File: src/hw/gcr_pkg.sv
// constants for the gpio configuration and rail switch control block
package gcr_pkg;
	localparam logic [7:0] OFS_PINS_14_15_CONFIG   = 8'h1C;
	localparam logic [7:0] OFS_PINS_0_7_MODE_BITS  = 8'h1D;
	localparam logic [7:0] OFS_PINS_8_15_MODE_BITS = 8'h1E;
	localparam logic [7:0] OFS_RAIL_SWITCH_CONTROL = 8'h1F;
	localparam logic [7:0] OFS_WAKE_STATUS_LO      = 8'h30;
	localparam logic [7:0] OFS_WAKE_STATUS_HI      = 8'h31;
	localparam logic [7:0] OFS_WAKE_MASK_LO        = 8'h32;
	localparam logic [7:0] OFS_WAKE_MASK_HI        = 8'h33;
	localparam logic [7:0] OFS_PIN_ACTIVE_LO       = 8'h34;
	localparam logic [7:0] OFS_PIN_ACTIVE_HI       = 8'h35;
	localparam logic [7:0] OFS_SWITCH_STATE        = 8'h36;

	// pins_14_15_config fields
	localparam int POS_PIN15_WAKE_SUPPRESS   = 7;
	localparam int POS_PIN15_POLARITY_SUPPLY = 6;
	localparam int POS_PIN15_FUNCTION_SELECT = 4;
	localparam int POS_PIN14_WAKE_SUPPRESS   = 3;
	localparam int POS_PIN14_POLARITY_SUPPLY = 2;
	localparam int POS_PIN14_FUNCTION_SELECT = 0;
	// rail_switch_control fields
	localparam int POS_CHARGE_PUMP_AUTO      = 7;
	localparam int POS_CORE_SWITCH_INTERNAL  = 6;
	localparam int POS_SWITCH_CLOSE_SLEW     = 4;
	localparam int POS_PERIPHERAL_SWITCH_SEL = 2;
	localparam int POS_CORE_SWITCH_SEL       = 0;

	localparam logic [7:0]  RST_PINS_14_15_CONFIG = 8'h11;
	localparam logic [7:0]  RST_MODE_BITS         = 8'h00;
	localparam logic [7:0]  RST_RAIL_SWITCH       = 8'h00;
	localparam logic [15:0] RST_WAKE_MASK         = 16'h0000;

	typedef enum logic [1:0] {
		GCR_FN_OD_BLINK = 2'h0,
		GCR_FN_INPUT    = 2'h1,
		GCR_FN_TWO_WIRE = 2'h2,
		GCR_FN_MODE_OUT = 2'h3
	} gcr_func_t;

	typedef enum logic [1:0] {
		GCR_SEL_NONE   = 2'h0,
		GCR_SEL_PIN1   = 2'h1,
		GCR_SEL_PIN2   = 2'h2,
		GCR_SEL_PIN13  = 2'h3
	} gcr_sel_t;

	localparam int  CLK_PERIOD_NS      = 50;
	localparam int  DEBOUNCE_TIME_US   = 1000;
	localparam int  DEBOUNCE_CYCLES    = DEBOUNCE_TIME_US * 1000 / CLK_PERIOD_NS;
	localparam int  CP_SETTLE_TIME_NS  = 2000;
	localparam int  CP_SETTLE_CYCLES   =
		(CP_SETTLE_TIME_NS + CLK_PERIOD_NS - 1) / CLK_PERIOD_NS;
	localparam int  DEB_CNT_W          = 16;
	localparam int  CP_CNT_W           = 8;
	// edges after reset until the pin pipeline shows real levels
	localparam int  WAKE_ARM_CYCLES    = 6;
endpackage

File: src/hw/gcr_top.sv
// gpio configuration, input debouncing, wake-up and rail switch control
// Functional notes
// RULE_01 - cleared wake bit: passive-to-active raises wake-up
// RULE_02 - type bit: input polarity and output supply
// RULE_03 - pin 15 function field decode
// RULE_04 - pin 14 function field decode
// RULE_05 - pin 14 type selects two-wire supply
// RULE_06 - input mode bit enables debouncing
// RULE_07 - mode-controlled output follows mode bit
// RULE_08 - sequencer outputs polarity from mode bit
// RULE_09 - blinking polarity inverted by mode bit
// RULE_10 - feedback output polarity from mode bit
// RULE_11 - supply-fault output polarity from mode bit
// RULE_12 - mode bit debounces enable inputs pins 8-10
// RULE_13 - charge pump static or auto operation
// RULE_14 - internal core switch from first core buck
// RULE_15 - closing slew rate select field
// RULE_16 - selected pin opens and closes peripheral switch
// RULE_17 - selected pin opens and closes core switch
// RULE_18 - selector decodes none, pin 1, 2, 13
// RULE_19 - detection uses polarity and debounced level
`timescale 1ns/1ps
module gcr_top
	import gcr_pkg::*;
#(
	parameter int DEB_CYCLES = gcr_pkg::DEBOUNCE_CYCLES
)(
	input  wire logic        REF_CLK_I,
	input  wire logic        RST_N_I,
	input  wire logic        CE_I,
	input  wire logic [7:0]  ADDR_I,
	input  wire logic [7:0]  WDATA_I,
	input  wire logic        WR_I,
	input  wire logic        RD_I,
	output logic      [7:0]  RDATA_O,
	output logic             IRQ_O,
	input  wire logic [15:0] GPIO_I,
	input  wire logic [13:0] PIN_ACTIVE_HIGH_I,
	input  wire logic [13:0] WAKE_SUPPRESS_I,
	input  wire logic        BLINK_I,
	input  wire logic        TW_SDA_LOW_I,
	input  wire logic        TW_SCL_LOW_I,
	input  wire logic [4:0]  SEQ_I,
	input  wire logic        FEEDBACK_I,
	input  wire logic        FAULT_I,
	output logic             PIN14_OUT_O,
	output logic             PIN14_OE_N_O,
	output logic             PIN15_OUT_O,
	output logic             PIN15_OE_N_O,
	output logic             PIN14_SUPPLY_O,
	output logic             PIN15_SUPPLY_O,
	output logic             TW_SUPPLY_O,
	output logic             TW_SDA_O,
	output logic             TW_SCL_O,
	output logic [4:0]       SEQ_PIN_O,
	output logic             FEEDBACK_PIN_O,
	output logic             FAULT_PIN_O,
	output logic             BLINK11_PIN_O,
	output logic             SYSTEM_ENABLE_INPUT_O,
	output logic             POWER_ENABLE_INPUT_O,
	output logic             POWER1_ENABLE_INPUT_O,
	output logic             CORE_RAIL_SWITCH_CLOSE_O,
	output logic             CORE_SWITCH_INTERNAL_CLOSE_O,
	output logic             PERIPHERAL_RAIL_SWITCH_CLOSE_O,
	output logic             CHARGE_PUMP_EN_O,
	output logic [1:0]       SWITCH_SLEW_O
);
	import gcr_pkg::*;

	logic [7:0]  cfg_q;
	logic [15:0] mode_q;
	logic [7:0]  rsw_q;
	logic [15:0] wake_st_q;
	logic [15:0] wake_mask_q;
	logic [15:0] wake_ev;
	logic [15:0] deb_lvl;
	logic [15:0] active;
	logic [15:0] active_q;
	logic [15:0] pol_high;
	logic [15:0] suppress;
	logic [15:0] is_input;
	logic [15:0] w1c;
	logic [1:0]  fn14;
	logic [1:0]  fn15;
	logic        pin14_lvl;
	logic        pin15_lvl;
	logic        pin14_oe_n;
	logic        pin15_oe_n;
	logic        core_act;
	logic        peri_act;
	logic        core_act_q;
	logic        peri_act_q;
	logic        core_req_q;
	logic        peri_req_q;
	logic        cp_on;
	logic        cp_ready;
	logic [CP_CNT_W-1:0] cp_cnt_q;
	logic [7:0]  rd_d;
	logic        wr_en;
	logic [2:0]  arm_q;
	logic        armed;

	assign wr_en = WR_I & CE_I;
	assign armed = (arm_q == 3'(WAKE_ARM_CYCLES));
	assign fn14  = cfg_q[POS_PIN14_FUNCTION_SELECT +: 2];
	assign fn15  = cfg_q[POS_PIN15_FUNCTION_SELECT +: 2];

	// register writes
	always_ff @(posedge REF_CLK_I)
	begin
		if (!RST_N_I)
		begin
			cfg_q  <= RST_PINS_14_15_CONFIG;
			mode_q <= {RST_MODE_BITS, RST_MODE_BITS};
			rsw_q  <= RST_RAIL_SWITCH;
		end
		else if (wr_en)
		begin
			case (ADDR_I)
				OFS_PINS_14_15_CONFIG:   cfg_q        <= WDATA_I;
				OFS_PINS_0_7_MODE_BITS:  mode_q[7:0]  <= WDATA_I; // see RULE_06
				OFS_PINS_8_15_MODE_BITS: mode_q[15:8] <= WDATA_I; // see RULE_06
				OFS_RAIL_SWITCH_CONTROL: rsw_q        <= WDATA_I;
				default: ;
			endcase
		end
	end

	always_ff @(posedge REF_CLK_I)
	begin
		if (!RST_N_I)
			wake_mask_q <= RST_WAKE_MASK;
		else if (wr_en && ADDR_I == OFS_WAKE_MASK_LO)
			wake_mask_q[7:0] <= WDATA_I;
		else if (wr_en && ADDR_I == OFS_WAKE_MASK_HI)
			wake_mask_q[15:8] <= WDATA_I;
	end

	// read data stands one cycle after the strobe
	always_comb
	begin
		case (ADDR_I)
			OFS_PINS_14_15_CONFIG:   rd_d = cfg_q;
			OFS_PINS_0_7_MODE_BITS:  rd_d = mode_q[7:0];
			OFS_PINS_8_15_MODE_BITS: rd_d = mode_q[15:8];
			OFS_RAIL_SWITCH_CONTROL: rd_d = rsw_q;
			OFS_WAKE_STATUS_LO:      rd_d = wake_st_q[7:0];
			OFS_WAKE_STATUS_HI:      rd_d = wake_st_q[15:8];
			OFS_WAKE_MASK_LO:        rd_d = wake_mask_q[7:0];
			OFS_WAKE_MASK_HI:        rd_d = wake_mask_q[15:8];
			OFS_PIN_ACTIVE_LO:       rd_d = active_q[7:0];
			OFS_PIN_ACTIVE_HI:       rd_d = active_q[15:8];
			OFS_SWITCH_STATE:
				rd_d = {5'h00, CHARGE_PUMP_EN_O, peri_req_q, core_req_q};
			default:                 rd_d = 8'h00;
		endcase
	end

	always_ff @(posedge REF_CLK_I)
	begin
		if (!RST_N_I)
			RDATA_O <= 8'h00;
		else if (CE_I)
			RDATA_O <= RD_I ? rd_d : 8'h00;
	end

	// per-pin polarity, wake suppression and input qualification
	assign pol_high = {cfg_q[POS_PIN15_POLARITY_SUPPLY],
		cfg_q[POS_PIN14_POLARITY_SUPPLY], PIN_ACTIVE_HIGH_I}; // see RULE_02
	assign suppress = {cfg_q[POS_PIN15_WAKE_SUPPRESS],
		cfg_q[POS_PIN14_WAKE_SUPPRESS], WAKE_SUPPRESS_I};
	assign is_input = {fn15 == GCR_FN_INPUT, fn14 == GCR_FN_INPUT, 14'h3FFF};

	// three-stage sampling and debounce, one instance per pin
	for (genvar i = 0; i < 16; i++)
	begin : g_pin
		logic [2:0]           sync_q;
		logic                 filt_q;
		logic                 deb_q;
		logic [DEB_CNT_W-1:0] cnt_q;

		always_ff @(posedge REF_CLK_I)
		begin
			if (!RST_N_I)
				sync_q <= 3'h0;
			else if (CE_I)
				sync_q <= {sync_q[1:0], GPIO_I[i]};
		end

		// a change counts only once the last two stages agree
		always_ff @(posedge REF_CLK_I)
		begin
			if (!RST_N_I)
				filt_q <= 1'b0;
			else if (CE_I && sync_q[1] == sync_q[2])
				filt_q <= sync_q[2];
		end

		// mode bit set: the level must hold for the full debounce time
		always_ff @(posedge REF_CLK_I)
		begin
			if (!RST_N_I)
			begin
				deb_q <= 1'b0;
				cnt_q <= '0;
			end
			else if (CE_I)
			begin
				if (!mode_q[i] || filt_q == deb_q) // see RULE_06, RULE_12
				begin
					deb_q <= filt_q;
					cnt_q <= '0;
				end
				else if (cnt_q >= DEB_CNT_W'(DEB_CYCLES - 1))
				begin
					deb_q <= filt_q;
					cnt_q <= '0;
				end
				else
					cnt_q <= cnt_q + 1'b1;
			end
		end

		assign deb_lvl[i] = deb_q;
		assign active[i]  = deb_lvl[i] ^ ~pol_high[i]; // see RULE_19
		assign wake_ev[i] = CE_I & armed & is_input[i] & ~suppress[i] &
			active[i] & ~active_q[i]; // see RULE_01
		assign w1c[i] = wr_en & WDATA_I[i % 8] &
			(ADDR_I == ((i < 8) ? OFS_WAKE_STATUS_LO : OFS_WAKE_STATUS_HI));
	end

	// reset levels are not pin levels: no wake edge until the
	// sampling and debounce stages have been refilled
	always_ff @(posedge REF_CLK_I)
	begin
		if (!RST_N_I)
			arm_q <= 3'h0;
		else if (CE_I && !armed)
			arm_q <= arm_q + 3'h1;
	end

	always_ff @(posedge REF_CLK_I)
	begin
		if (!RST_N_I)
			active_q <= 16'h0000;
		else if (CE_I)
			active_q <= active;
	end

	// a wake edge in the clearing cycle survives the clear
	always_ff @(posedge REF_CLK_I)
	begin
		if (!RST_N_I)
			wake_st_q <= 16'h0000;
		else
			wake_st_q <= (wake_st_q & ~w1c) | wake_ev; // see RULE_01
	end

	always_ff @(posedge REF_CLK_I)
	begin
		if (!RST_N_I)
			IRQ_O <= 1'b0;
		else if (CE_I)
			IRQ_O <= |(wake_st_q & wake_mask_q);
	end

	// pins 14 and 15: level wanted on the pin, and whether it is driven
	always_comb
	begin
		pin14_lvl  = 1'b1;
		pin14_oe_n = 1'b1;
		case (fn14) // see RULE_04
			GCR_FN_OD_BLINK:
			begin
				pin14_lvl  = BLINK_I ^ mode_q[14]; // see RULE_09
				pin14_oe_n = pin14_lvl;
			end
			GCR_FN_TWO_WIRE:
			begin
				pin14_lvl  = ~TW_SDA_LOW_I;
				pin14_oe_n = ~TW_SDA_LOW_I;
			end
			GCR_FN_MODE_OUT:
			begin
				pin14_lvl  = mode_q[14]; // see RULE_07
				pin14_oe_n = 1'b0;
			end
			default: ;
		endcase
	end

	always_comb
	begin
		pin15_lvl  = 1'b1;
		pin15_oe_n = 1'b1;
		case (fn15) // see RULE_03
			GCR_FN_OD_BLINK:
			begin
				pin15_lvl  = BLINK_I ^ mode_q[15]; // see RULE_09
				pin15_oe_n = pin15_lvl;
			end
			// clock only when pin 14 carries the data line
			GCR_FN_TWO_WIRE:
			begin
				pin15_lvl  = ~(TW_SCL_LOW_I && fn14 == GCR_FN_TWO_WIRE);
				pin15_oe_n = pin15_lvl;
			end
			GCR_FN_MODE_OUT:
			begin
				pin15_lvl  = mode_q[15]; // see RULE_07
				pin15_oe_n = pin15_lvl; // open drain, released for high
			end
			default: ;
		endcase
	end

	always_ff @(posedge REF_CLK_I)
	begin
		if (!RST_N_I)
		begin
			PIN14_OUT_O  <= 1'b1;
			PIN14_OE_N_O <= 1'b1;
			PIN15_OUT_O  <= 1'b1;
			PIN15_OE_N_O <= 1'b1;
		end
		else if (CE_I)
		begin
			PIN14_OUT_O  <= pin14_lvl;
			PIN14_OE_N_O <= pin14_oe_n;
			PIN15_OUT_O  <= pin15_oe_n ? 1'b1 : 1'b0;
			PIN15_OE_N_O <= pin15_oe_n;
		end
	end

	// supply selection and two-wire line sensing
	always_ff @(posedge REF_CLK_I)
	begin
		if (!RST_N_I)
		begin
			PIN14_SUPPLY_O <= 1'b0;
			PIN15_SUPPLY_O <= 1'b0;
			TW_SUPPLY_O    <= 1'b0;
			TW_SDA_O       <= 1'b1;
			TW_SCL_O       <= 1'b1;
		end
		else if (CE_I)
		begin
			PIN14_SUPPLY_O <= cfg_q[POS_PIN14_POLARITY_SUPPLY]; // see RULE_02
			PIN15_SUPPLY_O <= cfg_q[POS_PIN15_POLARITY_SUPPLY]; // see RULE_02
			TW_SUPPLY_O    <= cfg_q[POS_PIN14_POLARITY_SUPPLY]; // see RULE_05
			TW_SDA_O       <= g_pin[14].filt_q;
			TW_SCL_O       <= g_pin[15].filt_q;
		end
	end

	// alternate output functions: mode bit chooses the active level
	always_ff @(posedge REF_CLK_I)
	begin
		if (!RST_N_I)
		begin
			SEQ_PIN_O      <= 5'h00;
			FEEDBACK_PIN_O <= 1'b0;
			FAULT_PIN_O    <= 1'b0;
			BLINK11_PIN_O  <= 1'b1;
		end
		else if (CE_I)
		begin
			SEQ_PIN_O <= SEQ_I ^ ~{mode_q[9], mode_q[7], mode_q[6],
				mode_q[4], mode_q[3]}; // see RULE_08
			FEEDBACK_PIN_O <= FEEDBACK_I ^ ~mode_q[13]; // see RULE_10
			FAULT_PIN_O    <= FAULT_I ^ ~mode_q[12]; // see RULE_11
			BLINK11_PIN_O  <= BLINK_I ^ mode_q[11]; // see RULE_09
		end
	end

	// enable inputs carried on pins 8 to 10, debounced per mode bit
	always_ff @(posedge REF_CLK_I)
	begin
		if (!RST_N_I)
		begin
			SYSTEM_ENABLE_INPUT_O  <= 1'b0;
			POWER_ENABLE_INPUT_O  <= 1'b0;
			POWER1_ENABLE_INPUT_O <= 1'b0;
		end
		else if (CE_I)
		begin
			SYSTEM_ENABLE_INPUT_O  <= active[8]; // see RULE_12
			POWER_ENABLE_INPUT_O  <= active[9]; // see RULE_12
			POWER1_ENABLE_INPUT_O <= active[10]; // see RULE_12
		end
	end

	// rail switch control pin selection
	function automatic logic sel_act(input logic [1:0] sel,
		input logic [15:0] act);
		case (sel) // see RULE_18
			GCR_SEL_PIN1:  sel_act = act[1];
			GCR_SEL_PIN2:  sel_act = act[2];
			GCR_SEL_PIN13: sel_act = act[13];
			default:       sel_act = 1'b0;
		endcase
	endfunction

	assign core_act = sel_act(rsw_q[POS_CORE_SWITCH_SEL +: 2], active);
	assign peri_act = sel_act(rsw_q[POS_PERIPHERAL_SWITCH_SEL +: 2], active);

	// edges of the selected pin move the switch request
	always_ff @(posedge REF_CLK_I)
	begin
		if (!RST_N_I)
		begin
			core_act_q <= 1'b0;
			peri_act_q <= 1'b0;
			core_req_q <= 1'b0;
			peri_req_q <= 1'b0;
		end
		else if (CE_I)
		begin
			core_act_q <= core_act;
			peri_act_q <= peri_act;
			if (rsw_q[POS_CORE_SWITCH_SEL +: 2] == GCR_SEL_NONE)
				core_req_q <= 1'b0;
			else if (core_act != core_act_q)
				core_req_q <= core_act; // see RULE_17
			if (rsw_q[POS_PERIPHERAL_SWITCH_SEL +: 2] == GCR_SEL_NONE)
				peri_req_q <= 1'b0;
			else if (peri_act != peri_act_q)
				peri_req_q <= peri_act; // see RULE_16
		end
	end

	// auto pump: runs before a switch closes, stops after the last opens
	assign cp_on = !rsw_q[POS_CHARGE_PUMP_AUTO] || core_req_q ||
		peri_req_q || CORE_RAIL_SWITCH_CLOSE_O || CORE_SWITCH_INTERNAL_CLOSE_O ||
		PERIPHERAL_RAIL_SWITCH_CLOSE_O; // see RULE_13
	assign cp_ready = (cp_cnt_q == CP_CNT_W'(CP_SETTLE_CYCLES));

	always_ff @(posedge REF_CLK_I)
	begin
		if (!RST_N_I)
			cp_cnt_q <= '0;
		else if (CE_I)
		begin
			if (!cp_on)
				cp_cnt_q <= '0;
			else if (!cp_ready)
				cp_cnt_q <= cp_cnt_q + 1'b1;
		end
	end

	always_ff @(posedge REF_CLK_I)
	begin
		if (!RST_N_I)
		begin
			CHARGE_PUMP_EN_O    <= 1'b0;
			CORE_RAIL_SWITCH_CLOSE_O     <= 1'b0;
			CORE_SWITCH_INTERNAL_CLOSE_O <= 1'b0;
			PERIPHERAL_RAIL_SWITCH_CLOSE_O     <= 1'b0;
			SWITCH_SLEW_O       <= 2'h0;
		end
		else if (CE_I)
		begin
			CHARGE_PUMP_EN_O    <= cp_on; // see RULE_13
			CORE_RAIL_SWITCH_CLOSE_O     <= core_req_q & cp_ready &
				~rsw_q[POS_CORE_SWITCH_INTERNAL]; // see RULE_17
			CORE_SWITCH_INTERNAL_CLOSE_O <= core_req_q & cp_ready &
				rsw_q[POS_CORE_SWITCH_INTERNAL]; // see RULE_14
			PERIPHERAL_RAIL_SWITCH_CLOSE_O     <= peri_req_q & cp_ready; // see RULE_16
			SWITCH_SLEW_O       <= rsw_q[POS_SWITCH_CLOSE_SLEW +: 2]; // see RULE_15
		end
	end
endmodule

File: config.mk
export PLATFORM = sky130hd
export DESIGN_NAME = gcr_top
export DESIGN_NICKNAME = d
export VERILOG_FILES = /design/src/hw/gcr_pkg.sv /design/src/hw/gcr_top.sv
export SDC_FILE = /design/constraint.sdc
export NUM_CORES = 1
export LEC_CHECK = 0
export ABC_AREA = 1
export ABC_CLOCK_PERIOD_IN_PS = 3700
export BUFFER_PORTS_ARGS = -buffer_cell sky130_fd_sc_hd__buf_2
export CAP_MARGIN = 5
export CELL_PAD_IN_SITES_DETAIL_PLACEMENT = 0
export CELL_PAD_IN_SITES_GLOBAL_PLACEMENT = 1
export CORE_MARGIN = 5
export CORE_UTILIZATION = 48
export CTS_BUF_LIST = sky130_fd_sc_hd__clkbuf_4 sky130_fd_sc_hd__clkbuf_8 sky130_fd_sc_hd__clkbuf_16
export DETAILED_ROUTE_END_ITERATION = 8
export GPL_TIMING_DRIVEN = 0
export HOLD_SLACK_MARGIN = 0.1
export PLACE_DENSITY = 0.83
export SLEW_MARGIN = 0
export SYNTH_ARGS = -nofsm -noshare
export SYNTH_HDL_FRONTEND = slang
export SYNTH_SLANG_ARGS = --single-unit
File: constraint.sdc
create_clock -name REF_CLK_I -period 3.7 [get_ports REF_CLK_I]
set_clock_uncertainty 0.1 [all_clocks]
set_input_delay 0.185 -clock REF_CLK_I [delete_from_list [all_inputs] [get_ports REF_CLK_I]]
set_output_delay 0.185 -clock REF_CLK_I [all_outputs]
set_load 0.01 [all_outputs]
==> results of run 1 <==
## state kept, by name, summed over array words and instances, names as in the netlist, 2 cells and up
name	cells
wake_st_q	16
mode_q	16
g_pin.deb_q	16
cp_cnt_q	8
active_q	16
wake_mask_q	16
rsw_q	8
g_pin.cnt_q	256
SWITCH_SLEW_O	2
g_pin.sync_q	48
RDATA_O	8
arm_q	3
SEQ_PIN_O	5
cfg_q	8
g_pin.filt_q	16
## worst paths after layout
path | startpoint | endpoint | depth (start not counted)
max | CE_I | RDATA_O[0]$_SDFFE_PN0P_ | 9
min | ADDR_I[4] | wake_mask_q[11]$_SDFFE_PN0P_ | 6
min reg2reg | g_pin[0].cnt_q[15]$_SDFFE_PN0P_ | g_pin[0].cnt_q[15]$_SDFFE_PN0P_ | 2
max reg2reg | arm_q[0]$_SDFFE_PN0P_ | wake_st_q[11]$_SDFF_PN0_ | 9
## cells in the final DEF, fill, tap and decap left out, drive strengths merged, types with 91 or more instances in the layout
cell / count
a21oi: 176
dfxtp: 461
buf: 172
o21ai: 251
nand2: 502
clkbuf: 119
nor2: 622
xor2: 104
dlygate4sd3: 91
inv: 330
nand3: 235
## power by group through the flow
stage | Sequential, mW | Clock, mW | Combinational (mW)
floorplan | 5.20 | 0 | 0.331
global placement | 5.22 | 0 | 0.632
detailed placement | 5.22 | 0 | 0.637
CTS | 5.11 | 5.18 | 0.692
global route | 5.12 | 5.39 | 0.753
finish | 5.11 | 5.11 | 0.701
## worst reg2reg max path, delay by kind of cell, from the launching register on
family / cells / cell delay, ns
buffers and inverters: 4 / 1.61
and+or+nand+nor: 3 / 0.53
DFF: 1 / 0.31
adders and majority gates: 1 / 0.15
AOI/OAI and AO/OA: 1 / 0.14
## stage by stage
| stage | power (mW) | instance area [um^2] | worst slack (ns) | std cells | hold WS (ns) |
|---|---|---|---|---|---|
| 3_3_place_gp | 5.847 | 22820 | 0.9325 | 3784 | 0.3292 |
| 5_1_grt | 11.26 | 25400 | 0.6550 | 3964 | 0.1783 |
| 3_5_place_dp | 5.855 | 22820 | 0.9292 | 3784 | 0.3238 |
| 4_1_cts | 10.98 | 25400 | 0.8072 | 3964 | 0.1383 |
| 2_1_floorplan | 5.535 | 21540 | 2.065 | 3083 | 0.2098 |
| 6_report | 10.92 | 25400 | 0.7652 | 3964 | 0.1693 |
## routing by layer
metal	share of wire (%)	wire length [um]	track usage [%]	up-vias
met5	0	0	0	-
met4	2.8	1989	7.894	0
met3	6.4	4552	3.231	126
met2	45	32410	45.85	701
met1	46	32700	39.57	9858
li1	-	-	-	10460
## logic make-up after synthesis
family | share of synthesized area (%)
AOI/OAI and AO/OA | 11.25
xor gates and xnor gates | 6.547
adders and majority gates | 1.162
buffers and inverters | 8.017
DFF | 42.85
and+or+nand+nor | 30.17
## area by class of cell
type	count	area [um^2]
plain buffers	107	488.0
clock buffers	75	1514
clock inverters	14	156.4
fillers	4326	18910
inverters	330	1239
multi-input cells	2185	10580
flip-flops and latches	461	9229
well taps	592	740.7
repair buffers	200	1456
==> metrics.txt, run 1 <==
initial core utilization=48.60%; largest net degree at the start of global routing=13; Core ar.=approximately 44000 um^2; EDFF count, synth=0; sequential power share=46.8%; DIE AREA=49200 um^2; 1st-pass router iterations=6; Post-synth top cells=608 x nor2_1, 502 x nand2_1, 461 x dfxtp_1, 329 x inv_1, 249 x o21ai_0; CTS Buf Count=50; worst rel slew slack=23.93%; critical path type=input port to flop; DRT Wirelength=71650 um; I/O pin count=110; min Tclk post-route=2.935 ns; synthesized net count=approximately 3200; synthesized area per cell=6.986 um^2; Avg WL per Cell=18.08 um; vias=21150; Internal Power=a little over 8 mW; crit path max fanout=10; DRC viols=0; CP Cell Sequence=buf_2, buf_2, buf_2, nand4_1, dlygate4sd3_1, a21oi_2, dlygate4sd3_1, nand2_1, a21oi_1; Layout Nets=3430; fin. max-slew vios=0; synth unique cells=between 40 and 50; Final Hold Viols=0; RSZ-0062 raised after global routing=no; Clk pwr share=46.8%; Sum Neg Setup Slack=0 ns; layout cells sized above 1=under 10%; Required @ worst endpoint=4.11 ns; post-synthesis sequential area ratio=42.85%; switching share of power=24.08%; hold_buf cts=91; clk root buf=clkbuf_16; Seq cells post-synth=461; remaining global-route overflow=0; count leader, synth=nor2_1; max_cap viols=0; Setup crit start kind=input port; top cells by area, synth=dfxtp_1 43%, nor2_1 11%, nand2_1 8.7%, o21ai_0 5.8%, inv_1 5.7%; CP endpoint kind=flop; Top FF cell, synth=dfxtp_1; cell taking the most area after synthesis=dfxtp_1; most numerous cell on the critical path=buf_2; row count=77; post-CTS setup buffer count=0; critical path's top delay family=buffers and inverters; final setup fails=0; Tcrit/Tclk final=between 70% and 80%; Die W=between 200 and 250 um; first-pass GRT wire length=110400 um; vias in the first global route=19690; Routability Congestion=0.9670; Max Freq=340.7 MHz; post-DP HPWL=52300 um; top cell type's share of synthesized area=42.85%; clock sinks=between 400 and 500; CP max stage delay=0.73 ns; slowest cell on the critical path=dlygate4sd3_1; initial antenna violation count=1; clock slew at reported path FFs=0.06 ns; Final Util=57.32%; Syn Inst Count=3083; Pwr Density=429.8 nW/um^2; Via-to-Cell Ratio=5.335; ANT cells=0; Die Y=between 200 and 250 um; Syn-to-layout area delta=17.96%; Global Route Usage Sum=about 28%; # port buffers=109; peak supply drop=about 0.34 mV; Yosys warnings=0; CTS H-tree depth=2; Slew @ Worst Pin=1.141 ns; reg2reg setup slack=0.80 ns; Logic pwr share=6.4%; CTS tree=yes; sw power=approximately 2.6 mW; status=complete, no violations; P_leak=9.584 nW; Iter 0 DRT Violations=approximately 2100; worst endpoint data arrival time=about 3.3 ns; Clock Latency Late Sink=0.59 ns; clock buffer depth=3; antenna-violating nets left=0; WP buf/inv=5; post-synthesis cell area=about 22000 um^2; Hold Crit Class=input port to flop; asr flop ratio synth=0%; post_cts resized=0
Note: power is estimated with default switching activity, not from simulation.
==> inputs of run 2 (changes only) <==
- ABC_CLOCK_PERIOD_IN_PS: 3700 -> 2700
- CORE_UTILIZATION: 48 -> 40
- PLACE_DENSITY: 0.83 -> 0.73
- clock period: 3.7 -> 2.7 ns (I/O delays scaled with it)
==> run 2 against run 1 <==
Effect of this change:
- sequential cell count is the same
- count of clock-buffer cells in the layout grew 3
- register-to-register slack lost 0.65 ns
- critical path type unchanged
- highest routed layer unchanged
- largest power group is now the clock network
- critical path depth grew 1
- worst hold slack lost 0.011 ns
==> metrics.txt, run 2 (synthesis results as in run 1) <==
Max Freq=approximately 400 MHz; Clock Latency Late Sink=0.61 ns (was 0.59 ns); worst rel slew slack=23.36% (was 23.93%); I/O pin count=110 (unchanged); pre-CTS WS=-0.1212 ns (was 0.9292 ns); total power=15.21 mW (was 10.92 mW); critical path type=input port to flop (unchanged); DRC viols=0 (unchanged); r2r startpoint=arm_q[0]$_SDFFE_PN0P_ (unchanged); most common cell after layout, fill and taps aside=nor2_1 (unchanged); first-pass GRT wire length=113700 um (was 110400 um); Pwr Density=592.7 nW/um^2 (was 429.8 nW/um^2); CTS Buf Count=52 (was 50); filler cell count=5449 (was 4326); Die W=242.0 um (was 221.8 um); RSZ-0062 raised after global routing=yes (was no); largest net degree at the start of global routing=14 (was 13); CP Cell Sequence=dlygate4sd3_1, buf_2, inv_1, nand2_1, nor2_1, clkbuf_1, nand2_1, o21ai_0, a21oi_1, dlygate4sd3_1 (was buf_2, buf_2, buf_2, nand4_1, dlygate4sd3_1, a21oi_2, dlygate4sd3_1, nand2_1, a21oi_1); DRT Wirelength=74840 um (was 71650 um); layout cells sized above 1=8.373% (was 8.244%); max FFs per register=256 (unchanged); status=complete, no violations (unchanged); row count=85 (was 77); Global Route Usage Sum=24.65% (was 28.08%); Via-to-Cell Ratio=5.137 (was 5.335); slowest cell on the critical path=dlygate4sd3_1 (unchanged); commonest non-fill, non-tap cells in the layout=607 x nor2_1, 502 x nand2_1, 461 x dfxtp_1, 329 x inv_1, 249 x o21ai_0 (was 608 x nor2_1, 502 x nand2_1, 461 x dfxtp_1, 329 x inv_1, 249 x o21ai_0); Final Instance Area=25660 um^2 (was 25400 um^2); Slew @ Worst Pin=1.150 ns (was 1.141 ns); initial antenna violation count=1 (unchanged); Final Hold Viols=0 (unchanged); Iter 0 DRT Violations=1613 (was 2082); CTS H-tree depth=2 (unchanged); remaining global-route overflow=0 (unchanged); Post-DP Area=22950 um^2 (was 22820 um^2); crit path max fanout=10 (unchanged); clk root buf=clkbuf_16 (unchanged); vias in the first global route=19760 (was 19690); Sum Neg Setup Slack=0 ns (unchanged); final setup fails=0 (unchanged); P_leak=9.609 nW (was 9.584 nW); final worst slack=0.1468 ns (was 0.7652 ns); post-DP HPWL=54480 um (was 52300 um); CP endpoint kind=flop (unchanged); reg2reg end=wake_st_q[5]$_SDFF_PN0_ (was wake_st_q[11]$_SDFF_PN0_); DP Cell Count=3888 (was 3784); reg2reg setup slack=0.15 ns (was 0.80 ns); post-CTS setup buffer count=0 (unchanged); peak supply drop=0.4674 mV (was 0.3429 mV); Avg WL per Cell=18.36 um (was 18.08 um); clock buffer depth=3 (unchanged); CTS tree=yes (unchanged); Required @ worst endpoint=3.10 ns (was 4.11 ns); Die Y=242.0 um (was 221.8 um); worst endpoint data arrival time=2.95 ns (was 3.34 ns); Syn-to-layout area delta=19.13% (was 17.96%); CP max stage delay=0.59 ns (was 0.73 ns); Hold Crit Class=input port to flop (unchanged); fin. max-slew vios=0 (unchanged); initial core utilization=40.18% (was 48.60%); antenna-violating nets left=0 (unchanged); clock sinks=461 (unchanged); ANT cells=0 (unchanged); top flop regs=g_pin.cnt_q (256), g_pin.sync_q (48) (unchanged); Final Util=47.86% (was 57.32%); Worst Reg-to-Reg Cells=8 (was 9); clock slew at reported path FFs=0.06 ns (about the same); hold slack=0.1587 ns (was 0.1693 ns); 1st-pass router iterations=8 (was 6); Routability Congestion=0.9456 (was 0.9670); hold_sp=ADDR_I[6] (was ADDR_I[4]); Setup crit start kind=input port (unchanged); Layout Nets=3437 (was 3430); max_cap viols=0 (unchanged); vias=20940 (was 21150); Core ar.=53600 um^2 (was 44320 um^2); final non-filler cell total=4076 (was 3964); Top reg by flops=g_pin.cnt_q (unchanged); Tcrit/Tclk final=94.56%; min Tclk post-route=2.553 ns; Hold Path Sink=wake_mask_q[10]$_SDFFE_PN0P_ (was wake_mask_q[11]$_SDFFE_PN0P_); DIE AREA=58580 um^2 (was 49200 um^2); Hold Path Depth=7 (was 6); # port buffers=109 (unchanged)
## run 2: layer usage
metal / GRT usage (%) / wire length (um) / vias up / part of all wire, %
li1: - / - / 10460 / -
met2: 40.24 / 33950 / 613 / 45
met5: 0 / 0 / - / 0
met4: 7.637 / 2182 / 0 / 2.9
met1: 33.63 / 33680 / 9740 / 45
met3: 4.060 / 5029 / 124 / 6.7
## run 2: report_power, final
part | switching [mW] | internal, mW | leakage [nW]
Sequential | 0.0909 | 6.91 | 3.74
Clock | 2.95 | 4.26 | 0.877
Combinational | 0.677 | 0.311 | 5.00
## run 2: worst max-delay path, delay by kind of cell
kind,cells,cell delay (ns)
and+or+nand+nor,3,0.68
AOI/OAI and AO/OA,2,0.40
buffers and inverters,5,1.72
## run 2: what timing repair did
action | 4_1_cts | 5_1_grt
resized for setup | 0 | 2
hold buffers | 96 | 0
endpoints found under the setup margin | 0 | 4
hold endpoints to repair | 119 | 0
## run 2: how the worst max path moves through the flow
stage                                         start                               end  slack, ns  depth (start not counted)
finish                                    ADDR_I[7]           wake_st_q[1]$_SDFF_PN0_       0.15                         10
global route                              ADDR_I[4]      wake_mask_q[11]$_SDFFE_PN0P_     -0.004                          9
CTS                     g_pin[2].deb_q$_SDFFE_PN0P_           wake_st_q[2]$_SDFF_PN0_       0.09                          5
floorplan           g_pin[12].cnt_q[0]$_SDFFE_PN0P_  g_pin[12].cnt_q[10]$_SDFFE_PN0P_       1.06                          9
detailed placement                             CE_I   g_pin[5].cnt_q[15]$_SDFFE_PN0P_      -0.12                          6
global placement                               CE_I   g_pin[5].cnt_q[15]$_SDFFE_PN0P_      -0.09                          6
## run 2: final cells by class
cell class	instances	area [um^2]	share of cell area, %
Buffer	107	488.0	1.902
Clock buffer	78	1602	6.242
Tap cell	696	870.8	3.394
Multi-Input combinational cell	2185	10590	41.28
Clock inverter	14	130.1	0.5072
Timing Repair Buffer	205	1506	5.872
Inverter	330	1239	4.828
Sequential cell	461	9229	35.97
==> inputs of run 3 (changes only) <==
- CORE_MARGIN: 5 -> 3
- MAX_ROUTING_LAYER: default -> met4
==> run 3 against run 2 <==
Effect of this change:
- non-clock buffer count down 4
- first-iteration DRC count increased by 7.3%
- via count up 0.89%
- core utilization grew 0.87 points
- critical path depth shrank 2
- sequential cell count stayed put
- die area fell by 3.3%
- wire length grew 0.96%
- maximum frequency rose by 0.11%
- cell area increased by 0.42%
- critical path type is now flop to flop
- clock power grew 6.9%
- count of clock-buffer cells in the layout grew 6
==> metrics.txt, run 3 (synthesis results as in run 1) <==
status=complete, no violations (unchanged); crit path max fanout=7 (was 10); Hold Path Depth=7 (unchanged); Layout Nets=3434 (was 3437); reg2reg setup slack=0.15 ns (about the same); peak supply drop=0.4730 mV (was 0.4674 mV); Clk pwr share=49.1% (was 47.4%); I/O pin count=110 (unchanged); post-DP HPWL=54800 um (was 54480 um); hold_sp=ADDR_I[1] (was ADDR_I[6]); final setup fails=0 (unchanged); first-pass GRT wire length=114500 um (was 113700 um); top flop regs=g_pin.cnt_q (256), g_pin.sync_q (48) (unchanged); Global Route Usage Sum=26.87% (was 24.65%); RSZ-0062 raised after global routing=no (was yes); CP max stage delay=0.61 ns (was 0.59 ns); WP buf/inv=3 (was 5); Top reg by flops=g_pin.cnt_q (unchanged); Slew @ Worst Pin=1.190 ns (was 1.150 ns); Clock Latency Late Sink=0.61 ns (about the same); Syn-to-layout area delta=19.63% (was 19.13%); layout cells sized above 1=8.599% (was 8.373%); sw power=3.787 mW (was 3.717 mW); sequential power share=44.6% (was 46.1%); remaining global-route overflow=0 (unchanged); Die Y=238.0 um (was 242.0 um); # port buffers=109 (unchanged); reg2reg end=wake_st_q[1]$_SDFF_PN0_ (was wake_st_q[5]$_SDFF_PN0_); initial antenna violation count=5 (was 1); row count=84 (was 85); CTS H-tree depth=2 (unchanged); P_leak=9.687 nW (was 9.609 nW); worst rel slew slack=20.70% (was 23.36%); critical path type=flop to flop (was input port to flop); Tcrit/Tclk final=94.46% (was 94.56%); Die W=238.0 um (was 242.0 um); max_cap viols=0 (unchanged); Hold Path Sink=cfg_q[0]$_SDFFE_PN1P_ (was wake_mask_q[10]$_SDFFE_PN0P_); commonest non-fill, non-tap cells in the layout=608 x nor2_1, 502 x nand2_1, 461 x dfxtp_1, 329 x inv_1, 249 x o21ai_0 (was 607 x nor2_1, 502 x nand2_1, 461 x dfxtp_1, 329 x inv_1, 249 x o21ai_0); CP Cell Sequence=inv_1, ha_1, nand2_1, nor2_4, nand3_1, dlygate4sd3_1, a21oi_1, dlygate4sd3_1 (was dlygate4sd3_1, buf_2, inv_1, nand2_1, nor2_1, clkbuf_1, nand2_1, o21ai_0, a21oi_1, dlygate4sd3_1); pre-CTS WS=-0.09408 ns (was -0.1212 ns); 1st-pass router iterations=6 (was 8); Iter 0 DRT Violations=1730 (was 1613); worst endpoint data arrival time=3.00 ns (was 2.95 ns); switching share of power=24.11% (was 24.44%); fin. max-slew vios=0 (unchanged); CTS Buf Count=53 (was 52); CTS tree=yes (unchanged); initial core utilization=40.74% (was 40.18%); min Tclk post-route=2.550 ns (was 2.553 ns); vias in the first global route=19770 (was 19760); Setup crit start kind=flop (was input port); Pwr Density=609.6 nW/um^2 (was 592.7 nW/um^2); DRT Wirelength=75560 um (was 74840 um); critical path depth=8 (was 10); most common cell after layout, fill and taps aside=nor2_1 (unchanged); clock sinks=461 (unchanged); clk root buf=clkbuf_16 (unchanged); Core ar.=52870 um^2 (was 53600 um^2); most numerous cell on the critical path=dlygate4sd3_1; max FFs per register=256 (unchanged); clock slew at reported path FFs=0.06 ns (about the same); Logic pwr share=6.3% (was 6.5%); clock buffer depth=3 (unchanged); Routability Congestion=0.9474 (was 0.9456); Via-to-Cell Ratio=5.185 (was 5.137); critical path's top delay family=buffers and inverters (unchanged); critical path launch point=arm_q[0]$_SDFFE_PN0P_ (was ADDR_I[7]); Avg WL per Cell=18.55 um (was 18.36 um); DRC viols=0 (unchanged); Worst Reg-to-Reg Cells=8 (unchanged); antenna-violating nets left=0 (unchanged); Final Hold Viols=0 (unchanged); r2r startpoint=arm_q[0]$_SDFFE_PN0P_ (unchanged); slowest cell on the critical path=dlygate4sd3_1 (unchanged); largest net degree at the start of global routing=15 (was 14); CP endpoint kind=flop (unchanged); Internal Power=11.92 mW (was 11.49 mW); vias=21130 (was 20940); Max Freq=392.1 MHz (was 391.7 MHz); final worst slack=0.1497 ns (was 0.1468 ns); Hold Crit Class=input port to flop (unchanged); hold slack=0.1900 ns (was 0.1587 ns); DIE AREA=56660 um^2 (was 58580 um^2); Required @ worst endpoint=3.15 ns (was 3.10 ns); Final Util=48.74% (was 47.86%)
==> run 3: changes by cell type in the layout (fill, tap and decap cells not counted), moves of 2 or more <==
cell	change
diode_2	+2
bufinv_16	+3
clkbuf_8	+2
dlygate4sd3_1	-4
clkbuf_4	+4
==> run 3: layout make-up <==
class | instances | area (um^2)
multi-input cells | 2185 | 10590
diodes | 2 | 5.005
inverters | 330 | 1239
flip-flops and latches | 461 | 9229
fillers | 5407 | 27100
repair buffers | 201 | 1466
clock inverters | 16 | 227.7
plain buffers | 107 | 489.2
clock buffers | 84 | 1659
well taps | 688 | 860.8
==> run 3: worst min-delay path, delay by kind of cell <==
family / cells / cell delay (ns)
buf+inv: 2 / 0.15
compound gates: 1 / 0.15
simple gates: 4 / 0.40
==> run 3: metal layers <==
layer  wire length, um  GRT usage (%)  share of wire [%]  vias to the layer above
met5                 0              -                  0                        -
met4              1957          8.155                2.6                        0
met3              4430          3.063                5.9                      117
met2             34200          42.31                 45                      616
met1             34970          36.48                 46                     9918
li1                  -              -                  -                    10470
==> run 3: through the flow <==
stage,setup TNS [ns],instances,power (mW),area [um^2]
final,0,4074,15.71,25760
after detailed placement,-1.590,3880,8.049,22940
after global routing,0,4073,16.21,25760
after CTS,0,4072,15.85,25750
after floorplan,0,3083,7.585,21540
after global placement,-1.017,3880,8.038,22940
==> run 3: worst max-delay path by stage <==
stage,to,slack (ns)
floorplan,g_pin[12].cnt_q[10]$_SDFFE_PN0P_,1.06
global placement,SWITCH_SLEW_O[1]$_SDFFE_PN0P_,-0.06
detailed placement,SWITCH_SLEW_O[0]$_SDFFE_PN0P_,-0.09
CTS,wake_st_q[2]$_SDFF_PN0_,0.08
global route,wake_st_q[1]$_SDFF_PN0_,0.04
finish,wake_st_q[1]$_SDFF_PN0_,0.15
==> run 3: power groups by stage <==
stage          logic, mW  clock network (mW)  registers, mW
6_report           0.987                7.71           7.01
5_1_grt             1.06                8.13           7.02
4_1_cts            0.982                7.86           7.00
3_5_place_dp       0.896                   0           7.15
3_3_place_gp       0.889                   0           7.15
2_1_floorplan      0.454                   0           7.13
==> run 3: what timing repair did <==
action,in CTS,in global routing
gates resized for setup,0,3
hold buffers,92,0
hold endpoints to repair,119,0
endpoints found under the setup margin,0,4
buffers inserted,0,0
